<file path="src/hdl/pecnt_cfg.svh">
// register selection codes, control field positions, reset values
`ifndef PECNT_CFG_SVH
`define PECNT_CFG_SVH

// ----------------------------------------------------------------------------
// instruction decode
// ----------------------------------------------------------------------------
`define PECNT_REG_FIELD_HI 15
`define PECNT_REG_FIELD_LO 11
`define PECNT_REG_NUMBER 5'h19
`define PECNT_SEL_HI 1
`define PECNT_SEL_LO 0

// ----------------------------------------------------------------------------
// control register fields
// ----------------------------------------------------------------------------
`define PECNT_CTL_WIDTH 9
`define PECNT_EVSEL_HI 8
`define PECNT_EVSEL_LO 5
`define PECNT_IE_BIT 4
`define PECNT_EN_USER_BIT 3
`define PECNT_EN_SUPER_BIT 2
`define PECNT_EN_KERNEL_BIT 1
`define PECNT_EN_EXC_BIT 0

// ----------------------------------------------------------------------------
// privilege field values and reset values
// ----------------------------------------------------------------------------
`define PECNT_PRIV_USER 2'h2
`define PECNT_PRIV_SUPER 2'h1
`define PECNT_PRIV_KERNEL 2'h0
`define PECNT_EVSEL_CYCLES 4'h0
`define PECNT_CTL_RESET 9'h000
`define PECNT_CNT_RESET 32'h0000_0000

`endif

</file>
<file path="src/hdl/pecnt_pkg.sv">
// types shared by the event counter design files
package pecnt_pkg;

    typedef logic [31:0] pecnt_word_t;
    typedef logic [8:0] pecnt_ctl_t;

    typedef enum logic [1:0] {
        SEL_CTL0,
        SEL_CNT0,
        SEL_CTL1,
        SEL_CNT1
    } pecnt_sel_e;

    typedef struct packed {
        pecnt_word_t cnt0;
        pecnt_word_t cnt1;
        pecnt_ctl_t ctl0;
        pecnt_ctl_t ctl1;
        pecnt_word_t rdata;
        logic rvalid;
        logic irq;
    } pecnt_state_s;

endpackage : pecnt_pkg

</file>
<file path="src/hdl/pecnt_top.sv">
// two performance event counters with control registers and move access
// Overview of operation
// - two independent 32-bit read/write counters, each with its own control register
// - each counter adds one when its selected event occurs, independently
// - overflow interrupt when counter bit 31 is one and its enable is set
// - counter keeps incrementing after bit 31 set, interrupt or not
// - write decodes register field 11001 and low bits: ctl0, cnt0, ctl1, cnt1
// - read uses the same decoding to return ctl0, cnt0, ctl1 or cnt1
// - control holds event select 8:5, interrupt enable 4, mode enables 3:0
// - software writes zero to unused control bits; they read back as zero
// - counter 0 event selects 1..15 choose its event sources 1..15 in order; select 0 counts cycles
// - counter 1 event selects 1..15 choose its event sources 1..15 in order; select 0 counts cycles
// - user/supervisor/kernel enables need privilege 2/1/0; exception enable needs exception level
// - any combination of mode enables is accepted; each set mode counts
// - error level set suppresses all counting on both counters
// - counter takes preloaded value; counting starts once a mode enable is set
// - overflow interrupt is shared with timer compare match; software sorts sources
// - event select zero counts every processor clock cycle
`timescale 1ns/1ps
`include "pecnt_cfg.svh"
module pecnt_top (
    input wire logic CLOCK_I,
    input wire logic RST_I,
    input wire logic CE_I,
    input wire logic MOVE_TO_I,
    input wire logic MOVE_FROM_I,
    input wire logic [15:0] INSTR_I,
    input wire pecnt_pkg::pecnt_word_t WDATA_I,
    output pecnt_pkg::pecnt_word_t RDATA_O,
    output logic RVALID_O,
    input wire logic [15:0] EVENTS0_I,
    input wire logic [15:0] EVENTS1_I,
    input wire logic [1:0] PRIVILEGE_MODE_FIELD_I,
    input wire logic EXCEPTION_LEVEL_I,
    input wire logic ERROR_LEVEL_I,
    input wire logic TIMER_MATCH_I,
    output logic PERF_OVERFLOW_IRQ_O
);
    import pecnt_pkg::*;

    // ------------------------------------------------------------------------
    // decode helpers
    // ------------------------------------------------------------------------
    function automatic logic is_perf_reg(input logic [15:0] instr);
        is_perf_reg = (instr[`PECNT_REG_FIELD_HI:`PECNT_REG_FIELD_LO] == `PECNT_REG_NUMBER);
    endfunction : is_perf_reg

    function automatic pecnt_sel_e reg_sel(input logic [15:0] instr);
        reg_sel = pecnt_sel_e'(instr[`PECNT_SEL_HI:`PECNT_SEL_LO]);
    endfunction : reg_sel

    function automatic pecnt_word_t ctl_word(input pecnt_ctl_t ctl);
        ctl_word = {23'h000000, ctl};
    endfunction : ctl_word

    // ------------------------------------------------------------------------
    // state
    // ------------------------------------------------------------------------
    pecnt_state_s q_r;
    pecnt_state_s q_nxt;

    logic wr_hit;
    logic rd_hit;
    pecnt_sel_e wr_sel;
    pecnt_sel_e rd_sel;
    logic ok0;
    logic ok1;
    logic hit0;
    logic hit1;
    logic inc0;
    logic inc1;
    logic wr_cnt0;
    logic wr_cnt1;

    // ------------------------------------------------------------------------
    // mode qualification and event selection
    // ------------------------------------------------------------------------
    pecnt_mode_qual u_qual0 (
        .mode_en_i(q_r.ctl0[`PECNT_EN_USER_BIT:`PECNT_EN_EXC_BIT]),
        .priv_mode_field_i(PRIVILEGE_MODE_FIELD_I),
        .exception_level_i(EXCEPTION_LEVEL_I),
        .error_level_i(ERROR_LEVEL_I),
        .count_ok_o(ok0)
    );

    pecnt_mode_qual u_qual1 (
        .mode_en_i(q_r.ctl1[`PECNT_EN_USER_BIT:`PECNT_EN_EXC_BIT]),
        .priv_mode_field_i(PRIVILEGE_MODE_FIELD_I),
        .exception_level_i(EXCEPTION_LEVEL_I),
        .error_level_i(ERROR_LEVEL_I),
        .count_ok_o(ok1)
    );

    pecnt_event_mux u_mux0 (
        .evsel_i(q_r.ctl0[`PECNT_EVSEL_HI:`PECNT_EVSEL_LO]),
        .events_i(EVENTS0_I),
        .hit_o(hit0)
    );

    pecnt_event_mux u_mux1 (
        .evsel_i(q_r.ctl1[`PECNT_EVSEL_HI:`PECNT_EVSEL_LO]),
        .events_i(EVENTS1_I),
        .hit_o(hit1)
    );

    // ------------------------------------------------------------------------
    // next state
    // ------------------------------------------------------------------------
    always_comb begin
        q_nxt = q_r;
        wr_hit = MOVE_TO_I && is_perf_reg(INSTR_I);
        rd_hit = MOVE_FROM_I && is_perf_reg(INSTR_I);
        wr_sel = reg_sel(INSTR_I);
        rd_sel = reg_sel(INSTR_I);
        wr_cnt0 = wr_hit && wr_sel == SEL_CNT0;
        wr_cnt1 = wr_hit && wr_sel == SEL_CNT1;
        inc0 = ok0 && hit0 && !ERROR_LEVEL_I;
        inc1 = ok1 && hit1 && !ERROR_LEVEL_I;

        // counters wrap silently past all ones and keep going
        if (inc0) begin
            q_nxt.cnt0 = q_r.cnt0 + 32'h0000_0001;
        end
        if (inc1) begin
            q_nxt.cnt1 = q_r.cnt1 + 32'h0000_0001;
        end

        if (wr_hit) begin
            case (wr_sel)
                SEL_CTL0: begin
                    q_nxt.ctl0 = WDATA_I[`PECNT_CTL_WIDTH-1:0];
                end
                SEL_CNT0: begin
                    q_nxt.cnt0 = WDATA_I;
                end
                SEL_CTL1: begin
                    q_nxt.ctl1 = WDATA_I[`PECNT_CTL_WIDTH-1:0];
                end
                SEL_CNT1: begin
                    q_nxt.cnt1 = WDATA_I;
                end
                default: begin
                    q_nxt.cnt0 = q_nxt.cnt0;
                end
            endcase
        end

        // read port answers one cycle later
        q_nxt.rvalid = rd_hit;
        if (rd_hit) begin
            case (rd_sel)
                SEL_CTL0: begin
                    q_nxt.rdata = ctl_word(q_r.ctl0);
                end
                SEL_CNT0: begin
                    q_nxt.rdata = q_r.cnt0;
                end
                SEL_CTL1: begin
                    q_nxt.rdata = ctl_word(q_r.ctl1);
                end
                SEL_CNT1: begin
                    q_nxt.rdata = q_r.cnt1;
                end
                default: begin
                    q_nxt.rdata = 32'h0000_0000;
                end
            endcase
        end

        // shared interrupt line; tracks bit 31 of the next counter values
        q_nxt.irq = (q_nxt.cnt0[31] && q_nxt.ctl0[`PECNT_IE_BIT])
                  || (q_nxt.cnt1[31] && q_nxt.ctl1[`PECNT_IE_BIT])
                  || TIMER_MATCH_I;
    end

    // ------------------------------------------------------------------------
    // registers
    // ------------------------------------------------------------------------
    always_ff @(posedge CLOCK_I or posedge RST_I) begin
        if (RST_I) begin
            q_r.cnt0 <= `PECNT_CNT_RESET;
            q_r.cnt1 <= `PECNT_CNT_RESET;
            q_r.ctl0 <= `PECNT_CTL_RESET;
            q_r.ctl1 <= `PECNT_CTL_RESET;
            q_r.rdata <= 32'h0000_0000;
            q_r.rvalid <= 1'b0;
            q_r.irq <= 1'b0;
        end else if (CE_I) begin
            q_r <= q_nxt;
        end
    end

    assign RDATA_O = q_r.rdata;
    assign RVALID_O = q_r.rvalid;
    assign PERF_OVERFLOW_IRQ_O = q_r.irq;
endmodule : pecnt_top

</file>
<file path="src/hdl/pecnt_mode_qual.sv">
// privilege and exception level qualifier for one counter
`timescale 1ns/1ps
`include "pecnt_cfg.svh"
module pecnt_mode_qual (
    input wire logic [3:0] mode_en_i,
    input wire logic [1:0] priv_mode_field_i,
    input wire logic exception_level_i,
    input wire logic error_level_i,
    output logic count_ok_o
);
    logic base_lvl;

    always_comb begin
        base_lvl = !exception_level_i && !error_level_i;
        count_ok_o = 1'b0;
        if (mode_en_i[`PECNT_EN_USER_BIT] && base_lvl && priv_mode_field_i == `PECNT_PRIV_USER) begin
            count_ok_o = 1'b1;
        end
        if (mode_en_i[`PECNT_EN_SUPER_BIT] && base_lvl && priv_mode_field_i == `PECNT_PRIV_SUPER) begin
            count_ok_o = 1'b1;
        end
        if (mode_en_i[`PECNT_EN_KERNEL_BIT] && base_lvl && priv_mode_field_i == `PECNT_PRIV_KERNEL) begin
            count_ok_o = 1'b1;
        end
        if (mode_en_i[`PECNT_EN_EXC_BIT] && exception_level_i && !error_level_i) begin
            count_ok_o = 1'b1;
        end
        // error level blocks everything
        if (error_level_i) begin
            count_ok_o = 1'b0;
        end
    end
endmodule : pecnt_mode_qual

</file>
<file path="src/hdl/pecnt_event_mux.sv">
// selects one of event pulses 1..15 (pulse 0 is never chosen); select zero counts every cycle
`timescale 1ns/1ps
`include "pecnt_cfg.svh"
module pecnt_event_mux (
    input wire logic [3:0] evsel_i,
    input wire logic [15:0] events_i,
    output logic hit_o
);
    always_comb begin
        if (evsel_i == `PECNT_EVSEL_CYCLES) begin
            hit_o = 1'b1;
        end else begin
            hit_o = events_i[evsel_i];
        end
    end
endmodule : pecnt_event_mux

</file>
<file path="config.mk">
export PLATFORM = sky130hd
export DESIGN_NAME = pecnt_top
export DESIGN_NICKNAME = d
export VERILOG_FILES = /design/src/hdl/pecnt_pkg.sv /design/src/hdl/pecnt_top.sv /design/src/hdl/pecnt_mode_qual.sv /design/src/hdl/pecnt_event_mux.sv
export VERILOG_INCLUDE_DIRS = /design/src /design/src/hdl
export SDC_FILE = /design/constraint.sdc
export NUM_CORES = 1
export LEC_CHECK = 0
export BUFFER_PORTS_ARGS = -buffer_cell sky130_fd_sc_hd__buf_2
export CAP_MARGIN = 20
export CORE_MARGIN = 4
export CORE_UTILIZATION = 45
export DETAILED_ROUTE_END_ITERATION = 7
export PLACE_DENSITY = 0.62
export SKIP_LAST_GASP = 1
export SLEW_MARGIN = 30
export SYNTH_ARGS = -nofsm -noshare
export SYNTH_HDL_FRONTEND = slang
export SYNTH_SLANG_ARGS = --single-unit
</file>
<file path="constraint.sdc">
create_clock -name CLOCK_I -period 4.08 [get_ports CLOCK_I]
set_input_delay 0.408 -clock CLOCK_I [delete_from_list [all_inputs] [get_ports CLOCK_I]]
set_output_delay 0.408 -clock CLOCK_I [all_outputs]
set_load 0.1 [all_outputs]
</file>
==> Implementation_results.wiki <==
{| class="wikitable"
! Metric !! Value
|-
| Sum of negative setup slack || 0 ns
|-
| Endpoint required time on the critical path || between 4 and 5 ns
|-
| Number of endpoints with negative hold slack in the final report || 0
|-
| Via/cell ratio || ~6.3
|-
| DRC violations left || 0
|-
| Number of synthesized register bits || 116
|-
| Final layout net count || 1,005
|-
| Top achievable clock speed || about 350 MHz
|-
| Area of the mapped netlist || a little under 0.008 mm^2
|-
| Top routing layer in use || met5
|-
| Length of routed met2 wiring || 10,800 um
|-
| Startpoint type of the worst setup path || register
|-
| P&R area growth vs syn || 14.3%
|-
| Element type at the critical path end || register
|-
| Synth warnings || 0
|-
| Max FO, Critical Path || 17
|-
| Areal power density over the cells || 383 mW/mm^2
|-
| Final WL || between 20,000 and 25,000 um
|-
| Startpoint of the most critical register-to-register path || q_r[48]
|-
| Number of nets in the synthesized netlist || roughly 950
|-
| Count of standard-cell rows || 47
|-
| Routed vias || 7,194
|-
| Maximum capacitance violations || 0
|-
| Average size of a mapped cell || approximately 9 um^2
|-
| Number of buffers on the longest clock path || 2
|-
| Endpoint of the lowest-slack register-to-register path || q_r[105]
|-
| Detailed Route Iter0 Violations || 937
|-
| Sequential fraction of the synthesis area || a little under two fifths
|-
| FF-to-FF setup slack || around 1.2 ns
|-
| Dpl hpwl || 17,600 um
|-
| Run status || completed
|-
| Crit share post-route || between 60% and 70%
|-
| Post-cts hold buffer count || 0
|-
| TritonCTS clock tree || built
|-
| Class of the most critical hold timing path || primary input to asynchronous set/reset pin
|-
| Post-CTS resize count || 0
|-
| Clk slew on worst S/H paths || 0.06 ns
|-
| Routed met3 length || around 2500 um
|-
| Synth top area share || 37.5%
|-
| Routed length per instance || ~22 um
|-
| Count of flip-flops with a built-in enable after synthesis || 0
|-
| H-tree lvl count || 4
|-
| N_diodes || 0
|-
| Worst-case vdd ir drop || 0.297 mV
|-
| Dominant register cell in the synthesized netlist || dfrtp_1
|-
| Data arrival time at the worst-slack endpoint || 3.18 ns
|-
| Worst-Margin Slew || between 0.8 and 0.9 ns
|-
| DIE HEIGHT || approximately 140 um
|-
| Setup fix buffers added after clock tree synthesis || 0
|-
| Latest clock arrival within the worst-skew pair || about 0.43 ns
|-
| Hold WS || ~0.087 ns
|-
| Max transition margin || between 40% and 50%
|-
| Final min period || between 2 and 3 ns
|-
| Global-route wire length before repair || about 39,000 um
|-
| Reg2Reg Depth || 7
|-
| Grt ovf || 0
|-
| Library cell occupying the most area in the post-synthesis netlist || dfrtp_1
|-
| Standby leakage power || slightly above 4 nW
|-
| Synthesized instance count || 859
|-
| Max-slew violation count || 0
|-
| Most frequently used cell type in the post-synthesis netlist || dfrtp_1
|-
| Area of the core || 0.0167 mm^2
|-
| Setup-failing EPs final || 0
|-
| FFs w/ async S/R, synth || 100%
|-
| M1 wire length || 11,100 um
|-
| GRT Util Overall || roughly 26%
|-
| Critical path start-end classification || register to register
|-
| TritonCTS buffer count || 17
|-
| Fin Clk Skew || between 0.01 and 0.015 ns
|-
| Most frequent cells after synthesis || dfrtp_1 (116), nand2_1 (111), clkbuf_1 (54)
|-
| Largest net degree at the start of global routing || 62
|-
| Unrepaired setup endpoints after global routing || false
|-
| Port-buffer cells || ~110
|-
| Number of distinct standard cells referenced by the synthesized netlist || 63
|-
| Die span in x || approximately 140 um
|-
| Starting Density || around 46%
|-
| Final core utilization || 53.0%
|-
| Num ports || roughly 120
|-
| Top cells by area, synth || dfrtp_1 (38%), mux2_2 (5.7%), nand2_1 (5.4%), mux4_2 (3.5%), buf_4 (3.4%)
|-
| Number of antenna-violating nets in the routed design || 0
|-
| Clock Root Buffer || clkbuf_16
|-
| Initial antenna violation count || 0
|-
| Number of clock sinks || approximately 120
|-
| Overall die area || roughly 0.019 mm^2
|-
| Fraction of final layout cells with drive strength greater than 1 || 24.9%
|-
| Final estimated routing congestion in global placement || 0.913
|-
| Pre-antenna DRT Iters || 7
|-
| Number of global-route vias before repair || ~6.7k
|}
[area by class of cell]
type,count,area (um^2)
inverters,14,55.1
clock inverters,9,150
fillers,1616,7850
clock buffers,23,478
flip-flops and latches,116,2900
well taps,220,275
repair buffers,134,728
multi-input cells,630,4260
[cells in the final DEF (no fill, tap or decap), types with 5 or more instances in the layout]
master       n
and3_1      31
a41o_1       6
o22a_1       6
a31oi_1     11
dfrtp_1    116
inv_1       12
nand4_1     22
a311oi_1    29
nand2_1    111
and2_1       9
a21oi_1     23
o22ai_1     27
mux4_2      12
nor4_1       8
a311o_1      5
a211oi_1    30
o211ai_1     5
nor2_1      49
mux2i_1      9
and4_1      18
nand3_1     41
o21ai_0     18
nor3_1      22
nand3b_1     5
o21a_1       7
a31o_2       5
buf_4       23
nand2b_1    19
o31ai_1      5
mux2_2      39
clkbuf_16   17
or3_1        8
buf_2      111
[worst max path at each step]
| stage | from | cells past startpoint | end |
|---|---|---|---|
| detailed placement | q_r[48] | 7 | q_r[105] |
| CTS | q_r[48] | 7 | q_r[105] |
| floorplan | RST_I | 1 | PERF_OVERFLOW_IRQ_O |
| finish | q_r[48] | 7 | q_r[105] |
| global placement | q_r[48] | 7 | q_r[105] |
| global route | q_r[48] | 7 | q_r[105] |
[critical path: stages (launching register included)]
cell and delay, ns:
dfrtp_1 0.54, mux4_2 0.54, o22ai_1 0.20, a2bb2oi_2 0.14, buf_4 0.24, or2_1 0.61
o22ai_1 0.20, a211oi_1 0.26
[flip-flops by register name, indices dropped and copies added, names as in the netlist]
signal,cells
q_r,82
PERF_OVERFLOW_IRQ_O,1
RVALID_O,1
RDATA_O,32
[layer usage]
layer	global-route usage [%]	up-vias
met2	36.9	350
met1	39.4	3464
met5	3.01	-
li1	-	3346
met4	5.87	2
met3	5.17	32
[cells by family after synthesis]
logic type,Yosys count,synth area share (%)
adders and majority gates,2,0.323
DFF,116,37.5
and+or+nand+nor,373,25.8
muxes,60,10.3
buffers and inverters,113,7.53
AOI/OAI and AO/OA,195,18.5
[report_power, final]
part	switching, mW	total, mW	internal (mW)
sequential	0.0960	1.31	1.22
clock	0.542	1.61	1.07
combinational	0.304	0.473	0.169
[per-stage QoR]
step / std cells / total power [mW] / instance area (um^2) / setup WS [ns]
floorplan: 859 / 1.64 / 7740 / 0.600
global placement: 1114 / 1.79 / 8210 / 1.27
detailed placement: 1114 / 1.80 / 8220 / 1.23
CTS: 1146 / 3.40 / 8850 / 1.24
global route: 1146 / 3.51 / 8850 / 1.05
finish: 1146 / 3.39 / 8850 / 1.23
(Power assumes the default switching activity.)
